`src/rtl/dio_map.svh`:
```
// register offsets, field positions and reset values of the digital i/o block
`ifndef DIO_MAP_SVH
`define DIO_MAP_SVH

// ==========================================================
// byte offsets
`define OFS_PENDING 8'h04
`define OFS_DATA 8'h08
`define OFS_DIRECTION 8'h0C
`define OFS_IRQ_MASK 8'h10
`define OFS_IRQ_TYPE 8'h14
`define OFS_IRQ_POLARITY 8'h18
`define OFS_TRIGGER 8'h1C
`define OFS_HALT 8'h1E

// ==========================================================
// field positions
`define CHANNEL_FIELD_LSB 0
`define COUNTER_PENDING_LSB 16
`define TRIGGER_FIELD_LSB 0
`define HALT_FIELD_LSB 16
`define PAIR56_ODD_INDEX 4
`define PAIR78_ODD_INDEX 6

// ==========================================================
// reset values
`define RESET_DIRECTION 16'h0000
`define RESET_IRQ_MASK 16'h0000
`define RESET_IRQ_TYPE 16'h0000
`define RESET_IRQ_POLARITY 16'h0000
`define RESET_DATA_OUT 16'h0000
`define UNMAPPED_READ 32'h0000_0000

`endif

```
`src/rtl/dio_pkg.sv`:
```
// types shared by the digital i/o and counter command logic
package dio_pkg;

	typedef enum logic [2:0] {
		sel_none,
		sel_pending,
		sel_data,
		sel_direction,
		sel_irq_mask,
		sel_irq_type,
		sel_irq_polarity,
		sel_counter_cmd
	} reg_sel_t;

endpackage

```
`src/rtl/input_sampler.sv`:
```
// two-flop synchroniser for the field inputs plus a change detector
`timescale 1ns/100ps

module input_sampler #(
	parameter int WIDTH = 16
) (
	// clock and reset
	input wire logic core_clk,
	input wire logic reset_n,
	// raw field lines
	input wire logic [WIDTH-1:0] raw_in,
	// synchronised view
	output logic [WIDTH-1:0] level,
	output logic [WIDTH-1:0] changed
);

	logic [WIDTH-1:0] meta;
	logic [WIDTH-1:0] prev;
	logic [1:0] warm;

	// first stage is read only by the second stage
	always_ff @(posedge core_clk) begin
		if (!reset_n) begin
			meta <= '0;
			level <= '0;
		end else begin
			meta <= raw_in;
			level <= meta;
		end
	end

	// successive synchronised samples are compared for edges; the compare is
	// held off until both samples are real, so a release shows no false edge
	always_ff @(posedge core_clk) begin
		if (!reset_n) begin
			prev <= '0;
			changed <= '0;
			warm <= 2'h0;
		end else begin
			prev <= level;
			if (warm != 2'h3) begin
				warm <= 2'(warm + 2'h1);
			end
			changed <= (level ^ prev) & {WIDTH{warm == 2'h3}};
		end
	end

endmodule

```
`src/rtl/pending_flags.sv`:
```
// sticky pending flags with write-one-to-clear, set wins over clear
`timescale 1ns/100ps

module pending_flags #(
	parameter int WIDTH = 16
) (
	// clock and reset
	input wire logic core_clk,
	input wire logic reset_n,
	// events and clears
	input wire logic [WIDTH-1:0] set,
	input wire logic [WIDTH-1:0] clear,
	// flags
	output logic [WIDTH-1:0] pending
);

	// a clear never hides an event of the same cycle
	always_ff @(posedge core_clk) begin
		if (!reset_n) begin
			pending <= '0;
		end else begin
			pending <= (pending & ~clear) | set;
		end
	end

endmodule

```
`src/rtl/digital_io_interrupt_trigger.sv`:
```
// digital i/o channels, interrupt pending register and counter command pulses
`timescale 1ns/100ps
`include "dio_map.svh"

module digital_io_interrupt_trigger
	import dio_pkg::*;
#(
	parameter int CHANNELS = 16,
	parameter int COUNTERS = 8
) (
	// clock and reset
	input wire logic core_clk,
	input wire logic reset_n,
	input wire logic soft_reset,
	// register port, byte address, word aligned
	input wire logic [7:0] reg_addr,
	input wire logic reg_write,
	input wire logic reg_read,
	input wire logic [3:0] reg_byte_en,
	input wire logic [31:0] reg_wdata,
	output logic [31:0] reg_rdata,
	// field i/o lines
	input wire logic [CHANNELS-1:0] dio_in,
	output logic [CHANNELS-1:0] dio_out,
	output logic [CHANNELS-1:0] dio_oe,
	// counter/timer cores
	input wire logic [COUNTERS-1:0] counter_irq_event,
	input wire logic [COUNTERS-1:0] counter_irq_enable,
	input wire logic [1:0] counter_pair_combined,
	output logic [COUNTERS-1:0] counter_trigger,
	output logic [COUNTERS-1:0] counter_halt,
	// board interrupt
	input wire logic board_irq_enable,
	output logic board_irq_pending,
	output logic irq_request
);

	// ==========================================================
	// reset and decode helpers

	logic reset_all_n;
	logic [CHANNELS-1:0] channel_level;
	logic [CHANNELS-1:0] channel_changed;
	logic [CHANNELS-1:0] channel_set;
	logic [CHANNELS-1:0] channel_clear;
	logic [CHANNELS-1:0] channel_pending;
	logic [COUNTERS-1:0] counter_set;
	logic [COUNTERS-1:0] counter_clear;
	logic [COUNTERS-1:0] counter_pending;
	logic [CHANNELS-1:0] direction;
	logic [CHANNELS-1:0] irq_mask;
	logic [CHANNELS-1:0] irq_type;
	logic [CHANNELS-1:0] irq_polarity;
	logic [31:0] write_mask;
	logic [31:0] write_bits;
	logic [31:0] pending_word;
	logic [COUNTERS-1:0] next_trigger;
	logic [COUNTERS-1:0] next_halt;
	reg_sel_t sel;

	// software reset acts exactly like power-on reset
	assign reset_all_n = reset_n & ~soft_reset;

	function automatic reg_sel_t decode(input logic [7:0] addr);
		reg_sel_t s;
		s = sel_none;
		case (addr)
			`OFS_PENDING: s = sel_pending;
			`OFS_DATA: s = sel_data;
			`OFS_DIRECTION: s = sel_direction;
			`OFS_IRQ_MASK: s = sel_irq_mask;
			`OFS_IRQ_TYPE: s = sel_irq_type;
			`OFS_IRQ_POLARITY: s = sel_irq_polarity;
			`OFS_TRIGGER: s = sel_counter_cmd;
			default: s = sel_none;
		endcase
		return s;
	endfunction

	// expand byte enables into a bit mask
	function automatic logic [31:0] lane_mask(input logic [3:0] be);
		logic [31:0] m;
		m = '0;
		for (int i = 0; i < 4; i++) begin
			m[i*8 +: 8] = {8{be[i]}};
		end
		return m;
	endfunction

	// counters 1-4 sit on even bits, counters 5-8 on consecutive bits
	function automatic int counter_bit(input int idx);
		int b;
		b = (idx < 4) ? idx * 2 : idx + 4;
		return b;
	endfunction

	// ==========================================================
	// register access decode

	always_comb begin
		sel = decode(reg_addr);
		write_mask = lane_mask(reg_byte_en);
		write_bits = reg_wdata & write_mask;
	end

	// ==========================================================
	// input synchronisation

	input_sampler #(
		.WIDTH(CHANNELS)
	) u_sampler (
		.core_clk(core_clk),
		.reset_n(reset_all_n),
		.raw_in(dio_in),
		.level(channel_level),
		.changed(channel_changed)
	);

	// ==========================================================
	// configuration registers

	always_ff @(posedge core_clk) begin
		if (!reset_all_n) begin
			direction <= `RESET_DIRECTION;
		end else if (reg_write && sel == sel_direction) begin
			direction <= (direction & ~write_mask[15:0]) | write_bits[15:0];
		end
	end

	always_ff @(posedge core_clk) begin
		if (!reset_all_n) begin
			irq_mask <= `RESET_IRQ_MASK;
		end else if (reg_write && sel == sel_irq_mask) begin
			irq_mask <= (irq_mask & ~write_mask[15:0]) | write_bits[15:0];
		end
	end

	always_ff @(posedge core_clk) begin
		if (!reset_all_n) begin
			irq_type <= `RESET_IRQ_TYPE;
		end else if (reg_write && sel == sel_irq_type) begin
			irq_type <= (irq_type & ~write_mask[15:0]) | write_bits[15:0];
		end
	end

	always_ff @(posedge core_clk) begin
		if (!reset_all_n) begin
			irq_polarity <= `RESET_IRQ_POLARITY;
		end else if (reg_write && sel == sel_irq_polarity) begin
			irq_polarity <= (irq_polarity & ~write_mask[15:0]) | write_bits[15:0];
		end
	end

	// ==========================================================
	// output drivers

	// the output latch keeps its value while a channel is an input
	always_ff @(posedge core_clk) begin
		if (!reset_all_n) begin
			dio_out <= `RESET_DATA_OUT;
		end else if (reg_write && sel == sel_data) begin
			dio_out <= (dio_out & ~write_mask[15:0]) | write_bits[15:0];
		end
	end

	// the enable is the direction flop itself, with no gate in between
	always_comb begin
		dio_oe = direction;
	end

	// ==========================================================
	// channel interrupt conditions

	always_comb begin
		for (int n = 0; n < CHANNELS; n++) begin
			if (!irq_mask[n]) begin
				channel_set[n] = 1'b0;
			end else if (irq_type[n]) begin
				channel_set[n] = channel_changed[n];
			end else begin
				// a held level keeps setting the flag after each clear
				channel_set[n] = (channel_level[n] == irq_polarity[n]);
			end
		end
	end

	always_comb begin
		channel_clear = '0;
		if (reg_write && sel == sel_pending) begin
			channel_clear = write_bits[15:0];
		end
	end

	pending_flags #(
		.WIDTH(CHANNELS)
	) u_channel_pending (
		.core_clk(core_clk),
		.reset_n(reset_all_n),
		.set(channel_set),
		.clear(channel_clear),
		.pending(channel_pending)
	);

	// ==========================================================
	// counter interrupt flags

	always_comb begin
		for (int i = 0; i < COUNTERS; i++) begin
			counter_set[i] = counter_irq_event[i] & counter_irq_enable[i];
			counter_clear[i] = ~counter_irq_enable[i];
			if (reg_write && sel == sel_pending) begin
				counter_clear[i] = counter_clear[i] |
					write_bits[`COUNTER_PENDING_LSB + counter_bit(i)];
			end
		end
		// a combined pair reports through its odd counter's flag alone
		if (counter_pair_combined[0]) begin
			counter_set[`PAIR56_ODD_INDEX + 1] = 1'b0;
			counter_clear[`PAIR56_ODD_INDEX + 1] = 1'b1;
		end
		if (counter_pair_combined[1]) begin
			counter_set[`PAIR78_ODD_INDEX + 1] = 1'b0;
			counter_clear[`PAIR78_ODD_INDEX + 1] = 1'b1;
		end
	end

	pending_flags #(
		.WIDTH(COUNTERS)
	) u_counter_pending (
		.core_clk(core_clk),
		.reset_n(reset_all_n),
		.set(counter_set),
		.clear(counter_clear),
		.pending(counter_pending)
	);

	// ==========================================================
	// pending word and board request

	always_comb begin
		pending_word = '0;
		pending_word[15:0] = channel_pending;
		for (int i = 0; i < COUNTERS; i++) begin
			pending_word[`COUNTER_PENDING_LSB + counter_bit(i)] = counter_pending[i];
		end
	end

	// the board flag stands even while requests are masked off
	always_ff @(posedge core_clk) begin
		if (!reset_all_n) begin
			board_irq_pending <= 1'b0;
			irq_request <= 1'b0;
		end else begin
			board_irq_pending <= |pending_word;
			irq_request <= (|pending_word) & board_irq_enable;
		end
	end

	// ==========================================================
	// counter trigger and halt commands

	// a combined pair follows its odd counter's bit only
	always_comb begin
		next_trigger = '0;
		next_halt = '0;
		if (reg_write && sel == sel_counter_cmd) begin
			for (int i = 0; i < COUNTERS; i++) begin
				next_trigger[i] = write_bits[`TRIGGER_FIELD_LSB + counter_bit(i)];
				next_halt[i] = write_bits[`HALT_FIELD_LSB + counter_bit(i)];
			end
			if (counter_pair_combined[0]) begin
				next_trigger[`PAIR56_ODD_INDEX + 1] = next_trigger[`PAIR56_ODD_INDEX];
				next_halt[`PAIR56_ODD_INDEX + 1] = next_halt[`PAIR56_ODD_INDEX];
			end
			if (counter_pair_combined[1]) begin
				next_trigger[`PAIR78_ODD_INDEX + 1] = next_trigger[`PAIR78_ODD_INDEX];
				next_halt[`PAIR78_ODD_INDEX + 1] = next_halt[`PAIR78_ODD_INDEX];
			end
		end
	end

	// one register write gives exactly one pulse per addressed counter
	always_ff @(posedge core_clk) begin
		if (!reset_all_n) begin
			counter_trigger <= '0;
			counter_halt <= '0;
		end else begin
			counter_trigger <= next_trigger;
			counter_halt <= next_halt;
		end
	end

	// ==========================================================
	// read data

	// command bits are never stored, so that word reads zero
	always_ff @(posedge core_clk) begin
		if (!reset_all_n) begin
			reg_rdata <= `UNMAPPED_READ;
		end else if (reg_read) begin
			case (sel)
				sel_pending: reg_rdata <= pending_word;
				sel_data: reg_rdata <= {16'h0000, channel_level};
				sel_direction: reg_rdata <= {16'h0000, direction};
				sel_irq_mask: reg_rdata <= {16'h0000, irq_mask};
				sel_irq_type: reg_rdata <= {16'h0000, irq_type};
				sel_irq_polarity: reg_rdata <= {16'h0000, irq_polarity};
				sel_counter_cmd: reg_rdata <= `UNMAPPED_READ;
				default: reg_rdata <= `UNMAPPED_READ;
			endcase
		end else begin
			reg_rdata <= `UNMAPPED_READ;
		end
	end

endmodule

```
`config.mk`:
```
export PLATFORM = sky130hd
export DESIGN_NAME = digital_io_interrupt_trigger
export DESIGN_NICKNAME = d
export VERILOG_FILES = /design/src/rtl/dio_pkg.sv /design/src/rtl/input_sampler.sv /design/src/rtl/pending_flags.sv /design/src/rtl/digital_io_interrupt_trigger.sv
export VERILOG_INCLUDE_DIRS = /design/src /design/src/rtl
export SDC_FILE = /design/constraint.sdc
export NUM_CORES = 1
export LEC_CHECK = 0
export ABC_AREA = 1
export BUFFER_PORTS_ARGS = -buffer_cell sky130_fd_sc_hd__buf_2
export CELL_PAD_IN_SITES_DETAIL_PLACEMENT = 0
export CELL_PAD_IN_SITES_GLOBAL_PLACEMENT = 1
export CORE_ASPECT_RATIO = 1.75
export CORE_MARGIN = 1.5
export CORE_UTILIZATION = 40
export CTS_BUF_LIST = sky130_fd_sc_hd__clkbuf_8 sky130_fd_sc_hd__clkbuf_16
export CTS_CLUSTER_DIAMETER = 80
export DETAILED_ROUTE_END_ITERATION = 16
export GPL_TIMING_DRIVEN = 0
export PLACE_DENSITY_LB_ADDON = 0.1
export SYNTH_ARGS = -nofsm -noshare
export SYNTH_HDL_FRONTEND = slang
export SYNTH_SLANG_ARGS = --single-unit
```
`constraint.sdc`:
```
create_clock -name core_clk -period 1.35 [get_ports core_clk]
set_input_delay 0.2025 -clock core_clk [delete_from_list [all_inputs] [get_ports core_clk]]
set_output_delay 0.2025 -clock core_clk [all_outputs]
set_load 0.01 [all_outputs]
```
==> flow_summary_export.csv, run 1 <==
group,metric,value,unit
sta,setup_tns,0,ns
floorplanning,num_io_pins,166,
yosys,yosysSeqAreaShare,49.3,%
power,power_density,1200,mW/mm^2
setup_path,arrival,1.09,ns
drt,drc_errors,0,
sta,finalHoldViolCount,0,
yosys,synth_edf_count,0,
sta,rsz0062_at_grt,"no",
final_layout,layout-drive-gt1-share,19.2,%
clocking,cts.sinks,212,
setup_path,timing.critical_path.buf_inv,1,
floorplanning,rows,70,
yosys,ys_types,32,
drt,drt_pass1_iterations,5,
drt,num_vias,8191,
clocking,clk_pin_slew,0.07,ns
setup_path,cp_cell_sequence,"buf_2",
final_layout,multi_input_area,0.00360,mm^2
power,irDropWorstVdd,0.000952,V
floorplanning,die_w,114,um
sta,worst_pin_slew,1.02,ns
global_route,grt_max_degree,18,
power,p_leak,0.00444,uW
yosys,netlist_area,0.00861,mm^2
power,swShare,23.7,%
setup_path,cpMaxStageDelayCell,"dfxtp_1",
setup_path,end_kind,"primary output",
setup_path,cp-start-kind,"register",
setup_path,cp_max_fo,2,
yosys,avgSynthCellArea,7.65,um^2
global_route,grt_antenna_before_repair,0,
placed_design,io_buffer_count,147,
sta,finalSetupViolations,0,
floorplanning,die_area,0.0224,mm^2
power,p_clk_share,45.2,%
final_layout,area_growth,25.7,%
yosys,synth_area_leader_cell,"dfxtp_1",
final_layout,diodes,0,
global_route,gr-total-overflow,0,
placed_design,globalplace.congestion,0.891,
min_path,worstHoldPathType,"primary input to register",
clocking,htreeDepth,1,
yosys,synth-xor-area-share,3.26,%
power,p_sw,3060,uW
clocking,cts_tree,"yes",
global_route,grt_pass1_vias,7771,
drt,avgViaCountPerCell,5.10,
yosys,ys.flop_type,"dfxtp_1",
setup_path,critPathMaxStageDelay,0.42,ns
sta,drv_slew,0,
outcome,status,"completed",
final_layout,n_fill_cell,2126,
sta,skew,0.0136,ns
yosys,async_reset_ff_share,0,%
yosys,synth_cells,1125,
job,cap_viol_max_count,0,
yosys,yosys.area_share.simple,27.7,%
drt,drt_iter0_markers,609,
yosys,ys_ff_latch,212,
clocking,cts_root_buf,"clkbuf_16",
final_layout,seq_area,0.00424,mm^2
floorplanning,core-area,0.0210,mm^2
setup_path,critical_path_class,"register to primary output",
yosys,yosysWarningCount,0,
sta,fmax,771,MHz
power,seqPwrFrac,48.8,%
clocking,cts_inserted_buffers,21,
sta,slew_headroom,31.9,%
setup_path,required,1.15,ns
power,comb_power_share,6.0,%
power,internal_power,9880,uW
clocking,clk_path_buf_depth,3,
final_layout,post-route-util,51.5,%
yosys,synth_compound_area_share,10.1,%
yosys,synth_area_leaders,"dfxtp_1, nand2_1, a21oi_1",
sta,post-route-period-util,96.0,%
yosys,synthAdderAreaFrac,0.145,%
drt,drt-wirelength-per-cell,18.3,um
yosys,synth_top_family_by_area,"simple AND/OR/NAND/NOR gates",
floorplanning,start_util,41.0,%
floorplanning,die_h,197,um
setup_path,cp_top_family,"flip-flops",
yosys,synth_top_area_share,49.3,%
drt,wirelength,29500,um
sta,min_period,1.30,ns
final_layout,nNetsFinal,1428,
placed_design,dp_hpwl,21300,um
yosys,synth_mux_area_share,0,%
clocking,clk_latency,0.50,ns
global_route,track_usage,26.0,%
global_route,grt_pass1_wl,44100,um
drt,ant_nets,0,
[worst min-delay path: stages]
cell and delay (ns):
buf_2 0.15, nand2_1 0.08, a21oi_1 0.05
[synthesized netlist by cell type, drive strengths merged (8+ instances only)]
cell / n
a21oi: 125
buf: 43
clkbuf: 20
dfxtp: 212
inv: 125
nand2: 238
nand3: 74
nand4: 51
nor2: 138
nor3: 8
o21ai: 48
xnor2: 32
[worst paths after layout]
check	start	endpoint	slack, ns	cells past startpoint
setup reg to reg	u_channel_pending.pending[12]	irq_request	0.09	6
hold reg to reg	u_sampler.meta[2]	u_sampler.level[2]	0.39	2
setup / recovery	register	dio_out[8]	0.05	1
hold / removal	reg_wdata[7]	register	0.03	3
[through the flow]
stage	hold slack, ns	setup slack (ns)	total power [uW]	instance area, um^2	std cells
final	0.0315	0.0535	12900	10800	1607
after floorplan	0.315	0.121	6780	8640	1132
after global routing	0.0392	0.00128	13300	10800	1607
after global placement	0.395	-0.561	7120	9690	1531
after detailed placement	0.398	-0.561	7130	9690	1531
after CTS	0.00821	0.0296	13000	10800	1608
[logic make-up (layout without fill, tap and decap cells)]
kind of cell / Yosys count / after routing
AND/OR/NAND/NOR: 517 / 517
other: 1 / 8
buffers and inverters: 189 / 412
adder cells (fa/ha/maj): 1 / 1
AO/OA/AOI/OAI: 173 / 173
flip-flops: 212 / 212
XOR/XNOR: 32 / 32
[cells in the final DEF, fill, tap and decap left out, types with 7 or more instances in the layout]
cell type,netlist,routed
nand2_1,230,229
dfxtp_1,212,212
buf_2,18,164
nor2_1,129,128
a21oi_1,125,124
inv_1,112,114
nand3_1,67,67
nand4_1,51,51
dlygate4sd3_1,0,43
o21ai_0,32,32
xnor2_1,32,32
clkbuf_16,0,21
clkbuf_1,20,18
o21ai_1,16,16
buf_4,14,14
inv_2,13,13
conb_1,1,8
nor3_1,7,7
[power groups by stage]
stage               combinational, uW  sequential, uW  clock, uW
floorplan                         325            6460          0
global placement                  662            6460          0
detailed placement                663            6460          0
CTS                               762            6320       5960
global route                      827            6320       6160
finish                            773            6320       5850
[metal layers]
metal  track usage [%]  share of wire, %  vias up
li1                  -                 -     4013
met1              30.8                39     3753
met2              45.3                49      336
met3              3.44               6.0       89
met4              14.0               5.3        0
met5                 0                 0        -
[what timing repair did]
item,in CTS,in global routing
setup buffers,0,0
resized for setup,4,6
hold buffers,43,0
endpoints found under the setup margin,11,30
hold endpoints to repair,35,0
[area by class of cell]
type	count	share of cell area, %
plain buffers	61	3.17
clock buffers	26	5.49
clock inverters	9	0.798
inverters	126	4.38
multi-input cells	731	33.3
flip-flops and latches	212	39.2
well taps	252	2.91
repair buffers	190	10.8
(Power assumes the default switching activity.)
==> inputs of run 2 (changes only) <==
==> constraint.sdc (replaced) <==
create_clock -name core_clk -period 1.35 [get_ports core_clk]
set_input_delay 0.0675 -clock core_clk [delete_from_list [all_inputs] [get_ports core_clk]]
set_output_delay 0.0675 -clock core_clk [all_outputs]
set_load 0.01 [all_outputs]
==> run 2 against run 1 <==
Cell area rose by 2.6%. Critical endpoint is now irq_request. Routed wire length up 1.6%. Largest cell class unchanged. Critical path type is now register to register. Largest power group unchanged. Worst hold slack better by 0.022 ns. Fmax is 0.68% higher. Register-to-register slack lost 0.03 ns. Global-route usage up 0.44 points. Utilization is 1.3 points higher. Flip-flop and latch count is the same.
==> flow_summary_export.csv, run 2 (synthesized netlist as in run 1, its figures left out) <==
group,metric,value,unit
final_layout,final_cell_mix,"nand2_1, dfxtp_1, buf_2, nor2_1, a21oi_1",
floorplanning,die_area,0.0224,mm^2
power,p_leak,0.00456,uW
min_path,hold_depth,5,
sta,slew_headroom,33.3,%
drt,drt_iter0_markers,648,
setup_path,end_kind,"register",
setup_path,critPathMaxStageDelay,0.34,ns
setup_path,r2r_slack,0.06,ns
setup_path,critPathCapture,"irq_request",
job,cap_viol_max_count,0,
floorplanning,die_w,114,um
placed_design,globalplace.congestion,0.891,
clocking,clk_path_buf_depth,3,
drt,drt_pass1_iterations,5,
drt,wirelength,29900,um
sta,fmax,777,MHz
final_layout,seq_area,0.00424,mm^2
placed_design,dp.cells,1531,
final_layout,fin_area,0.0111,mm^2
min_path,worstHoldPathType,"primary input to register",
clocking,cts_tree,"yes",
setup_path,reg2reg_from,"u_channel_pending.pending[12]",
final_layout,multi_input_area,0.00360,mm^2
setup_path,crit_top_cell,"nor2_1",
final_layout,layout-drive-gt1-share,18.8,%
drt,ant_nets,0,
sta,finalSetupViolations,0,
sta,drv_slew,0,
power,power_density,1170,mW/mm^2
power,irDropWorstVdd,0.000954,V
placed_design,io_buffer_count,147,
global_route,track_usage,26.5,%
sta,finalHoldViolCount,0,
global_route,grt_pass1_vias,7940,
setup_path,cp_cell_sequence,"nor2_1 > nand4_1 > nor3_1 > nand3_1 > nand2_1 > nor2_1",
final_layout,area_growth,28.9,%
setup_path,required,1.75,ns
clocking,cts_inserted_buffers,21,
global_route,grt_antenna_before_repair,0,
setup_path,r2r.worst_path.cells,6,
floorplanning,start_util,41.0,%
setup_path,cp-start-kind,"register",
final_layout,nNetsFinal,1458,
outcome,status,"completed",
setup_path,cp_max_fo,3,
final_layout,final_common_cell,"nand2_1",
sta,min_period,1.29,ns
floorplanning,core-area,0.0210,mm^2
sta,post-route-period-util,95.4,%
drt,avgViaCountPerCell,5.08,
floorplanning,rows,70,
setup_path,startpoint,"u_channel_pending.pending[12]",
sta,worst_pin_slew,1.00,ns
final_layout,layout.cells.non_filler,1637,
drt,drc_errors,0,
final_layout,n_fill_cell,2098,
clocking,cts_root_buf,"clkbuf_16",
placed_design,place_area,0.00969,mm^2
final_layout,post-route-util,52.8,%
clocking,cts.sinks,212,
sta,skew,0.0138,ns
final_layout,diodes,0,
setup_path,arrival,1.69,ns
drt,drt-wirelength-per-cell,18.3,um
setup_path,critical_path_class,"register to register",
global_route,grt_pass1_wl,44900,um
global_route,gr-total-overflow,0,
clocking,clk_latency,0.50,ns
placed_design,dp_hpwl,21300,um
global_route,grt_max_degree,16,
sta,rsz0062_at_grt,"no",
sta,holdWs,0.0534,ns
floorplanning,num_io_pins,166,
setup_path,worstReg2RegEnd,"irq_request",
floorplanning,die_h,197,um
drt,num_vias,8309,
clocking,clk_pin_slew,0.06,ns
setup_path,cpMaxStageDelayCell,"dfxtp_1",
clocking,htreeDepth,1,
-- run 2: stage by stage --
step,TNS [ns],power (uW),setup slack [ns]
detailed placement,-36.20,7130,-0.426
global route,0,13400,0.00530
floorplan,0,6780,0.205
finish,0,13000,0.0623
CTS,0,13100,0.0225
global placement,-34.40,7120,-0.426
-- run 2: area by class of cell --
| cell class | count | area share [%] |
|---|---|---|
| clock inverter | 9 | 0.778 |
| inverter | 126 | 4.27 |
| clock buffer | 26 | 5.35 |
| tap | 252 | 2.84 |
| multi-input combinational | 731 | 32.4 |
| sequential | 212 | 38.2 |
| buffer | 62 | 3.04 |
| timing repair buffer | 219 | 13.1 |
-- run 2: repair_timing --
item | in CTS | in global routing
hold buffers | 70 | 0
resized for setup | 2 | 4
buffers inserted | 0 | 2
setup endpoints to repair | 10 | 8
endpoints found under the hold margin | 127 | 0
pin swaps | 0 | 1
-- run 2: how the worst min path moves through the flow --
stage,slack (ns),start,end
finish,0.05,reg_addr[2],reg_rdata[26]
CTS,0.03,soft_reset,u_sampler.changed[12]
global placement,0.27,counter_irq_event[2],u_counter_pending.pending[2]
floorplan,0.18,board_irq_enable,irq_request
detailed placement,0.28,counter_irq_event[3],u_counter_pending.pending[3]
global route,0.07,reg_addr[2],reg_rdata[26]
-- run 2: metal layers --
metal | GRT usage [%] | part of all wire (%) | vias up
met1 | 31.3 | 39 | 3808
met5 | 0 | 0 | -
met4 | 14.3 | 5.1 | 0
li1 | - | - | 4069
met2 | 46.1 | 49 | 344
met3 | 3.34 | 6.1 | 88
-- run 2: worst max-delay path: cells and delay by family, from the launching register on --
kind          cells  cell delay [ns]
flops             1             0.34
simple gates      6             0.84
-- run 2: power by group --
group          switching, uW  total, uW  leakage [uW]  internal [uW]
registers               26.3       6320       0.00171           6290
clock network           2540       5860      0.000335           3320
logic                    511        833       0.00252            322
total                   3080      13000       0.00456           9930
==> inputs of run 3 (changes only) <==
--- a/config.mk
+++ b/config.mk
@@ -12,12 +12,12 @@
 export CELL_PAD_IN_SITES_GLOBAL_PLACEMENT = 1
 export CORE_ASPECT_RATIO = 1.75
 export CORE_MARGIN = 1.5
-export CORE_UTILIZATION = 40
+export CORE_UTILIZATION = 30
 export CTS_BUF_LIST = sky130_fd_sc_hd__clkbuf_8 sky130_fd_sc_hd__clkbuf_16
 export CTS_CLUSTER_DIAMETER = 80
 export DETAILED_ROUTE_END_ITERATION = 16
 export GPL_TIMING_DRIVEN = 0
-export PLACE_DENSITY_LB_ADDON = 0.1
+export PLACE_DENSITY = 0.61
 export SYNTH_ARGS = -nofsm -noshare
 export SYNTH_HDL_FRONTEND = slang
 export SYNTH_SLANG_ARGS = --single-unit
==> run 3 against run 2 <==
Routed wire length is 2.8% higher. Sequential share of layout area fell by 0.76 points. Non-clock buffer count increased by 2. First-iteration DRC count shrank 38%. Critical path type is now primary input to register. Final cell count is 7.5% higher. Cell area up 2.0%. Critical path depth grew 1. Largest cell class unchanged.
==> flow_summary_export.csv, run 3 (synthesized netlist as in run 1, its figures left out) <==
group,metric,value,unit
clocking,clk_pin_slew,0.07,ns
sta,drv_slew,0,
drt,wirelength,30800,um
sta,setup_ws,0.0661,ns
power,p_leak,0.00461,uW
placed_design,dp_hpwl,22700,um
final_layout,final_common_cell,"nand2_1",
clocking,clk_latency,0.52,ns
drt,drt-wirelength-per-cell,17.5,um
floorplanning,core-area,0.0281,mm^2
global_route,grt_pass1_wl,45200,um
min_path,holdPathEnd,"u_counter_pending.pending[0]",
placed_design,io_buffer_count,147,
floorplanning,num_io_pins,166,
sta,slew_headroom,43.1,%
final_layout,final_cell_mix,"nand2_1, dfxtp_1, buf_2, nor2_1, a21oi_1",
global_route,grt_pass1_vias,7755,
final_layout,n_fill_cell,2994,
min_path,worstHoldPathType,"primary input to register",
clocking,cts_tree,"yes",
global_route,grt_antenna_before_repair,0,
setup_path,worstReg2RegEnd,"board_irq_pending",
job,cap_viol_max_count,0,
sta,finalSetupViolations,0,
setup_path,r2r.worst_path.cells,5,
final_layout,area_growth,31.6,%
final_layout,diodes,0,
floorplanning,die_w,131,um
sta,finalHoldViolCount,0,
setup_path,path_depth,7,
sta,setup_tns,0,ns
setup_path,reg2reg_from,"u_channel_pending.pending[9]",
clocking,cts_root_buf,"clkbuf_16",
placed_design,globalplace.congestion,0.854,
power,irDropWorstVdd,0.000686,V
sta,post-route-period-util,95.1,%
final_layout,layout-drive-gt1-share,19.2,%
clocking,htreeDepth,1,
drt,ant_nets,0,
setup_path,cp_max_fo,6,
floorplanning,start_util,30.7,%
setup_path,cp-start-kind,"primary input",
floorplanning,die_area,0.0298,mm^2
global_route,grt_max_degree,15,
setup_path,cpMaxStageDelayCell,"dlygate4sd3_1",
min_path,hold_depth,4,
clocking,cts.sinks,212,
setup_path,arrival,1.75,ns
drt,drt_pass1_iterations,5,
outcome,status,"completed",
floorplanning,rows,81,
global_route,track_usage,20.6,%
clocking,clk_path_buf_depth,3,
setup_path,timing.critical_path.buf_inv,4,
min_path,hp-start,"reg_byte_en[2]",
drt,num_vias,8071,
clocking,cts_inserted_buffers,21,
drt,drt_iter0_markers,405,
drt,avgViaCountPerCell,4.59,
sta,fmax,779,MHz
setup_path,r2r_slack,0.10,ns
setup_path,critPathMaxStageDelay,0.55,ns
setup_path,cp_top_family,"buffers and inverters",
placed_design,preCtsSetupSlack,-0.406,ns
setup_path,required,1.81,ns
power,power_density,1170,mW/mm^2
setup_path,cp_cell_sequence,"dlygate4sd3_1 > buf_2 > nand2_1 > inv_1 > nand2_1 > a21oi_1 > dlygate4sd3_1",
floorplanning,die_h,227,um
final_layout,nNetsFinal,1460,
setup_path,critical_path_class,"primary input to register",
sta,worst_pin_slew,0.853,ns
global_route,gr-total-overflow,0,
setup_path,end_kind,"register",
drt,drc_errors,0,
sta,skew,0.0178,ns
sta,min_period,1.28,ns
## run 3: cell types whose count changed in the layout (fill, tap and decap cells not counted), sizes merged
cell / change
buf: -1
bufinv: +2
clkbuf: +1
clkinv: -2
clkinvlp: -2
dlygate4sd3: +1
inv: +3
## run 3: worst reg2reg max path, cell delays in order (launching register included)
cell     delay [ns]
dfxtp_1        0.34
nor3_2         0.29
nor3b_2        0.26
nand3_1        0.10
nand2_1        0.11
inv_1          0.05
## run 3: routing by layer
layer  up-vias  wire length [um]  track usage [%]
met5         -                 0                0
met2       241             16300             39.3
li1       4080                 -                -
met1      3709             12300             23.2
met3        41              1470             2.35
met4         0               745             6.70
## run 3: layout make-up
type                    instances  area [um^2]  area share (%)
repair buffers                221         1480            13.0
flip-flops and latches        212         4240            37.5
inverters                     126          474            4.19
well taps                     373          467            4.12
multi-input cells             731         3620            31.9
plain buffers                  62          340            3.00
clock buffers                  25          581            5.13
clock inverters                10          126            1.12
## run 3: how the worst max path moves through the flow
stage	to	slack, ns	start
2_1_floorplan	u_sampler.changed[0]	0.21	u_sampler.warm[0]
3_3_place_gp	reg_rdata[5]	-0.39	reg_addr[1]
3_5_place_dp	reg_rdata[12]	-0.41	reg_addr[5]
4_1_cts	u_sampler.changed[7]	0.02	u_sampler.warm[0]
5_1_grt	u_counter_pending.pending[6]	-0.003	reg_byte_en[3]
6_report	counter_trigger[5]	0.07	reg_wdata[8]
## run 3: what timing repair did
| action | CTS | global route |
|---|---|---|
| resized for setup | 5 | 12 |
| endpoints found under the hold margin | 132 | 0 |
| hold buffers | 71 | 0 |
| setup buffers | 0 | 3 |
| pin swaps | 0 | 1 |
| endpoints found under the setup margin | 12 | 17 |
## run 3: where the power goes
| group | switching [uW] | internal [uW] |
|---|---|---|
| registers | 25.1 | 6300 |
| clock network | 2530 | 3620 |
| logic | 509 | 325 |
| total | 3060 | 10200 |
## run 3: metrics by stage
step | power (uW) | hold slack [ns] | util [%] | instances | area, um^2
floorplan | 6780 | 0.180 | - | 1132 | 8640
global placement | 7140 | 0.278 | 35.0 | 1652 | 9840
detailed placement | 7140 | 0.282 | 35.0 | 1652 | 9840
CTS | 13500 | 0.00780 | 40.2 | 1758 | 11300
global route | 13800 | 0.0250 | 40.3 | 1760 | 11300
finish | 13300 | 0.0251 | 40.3 | 1760 | 11300
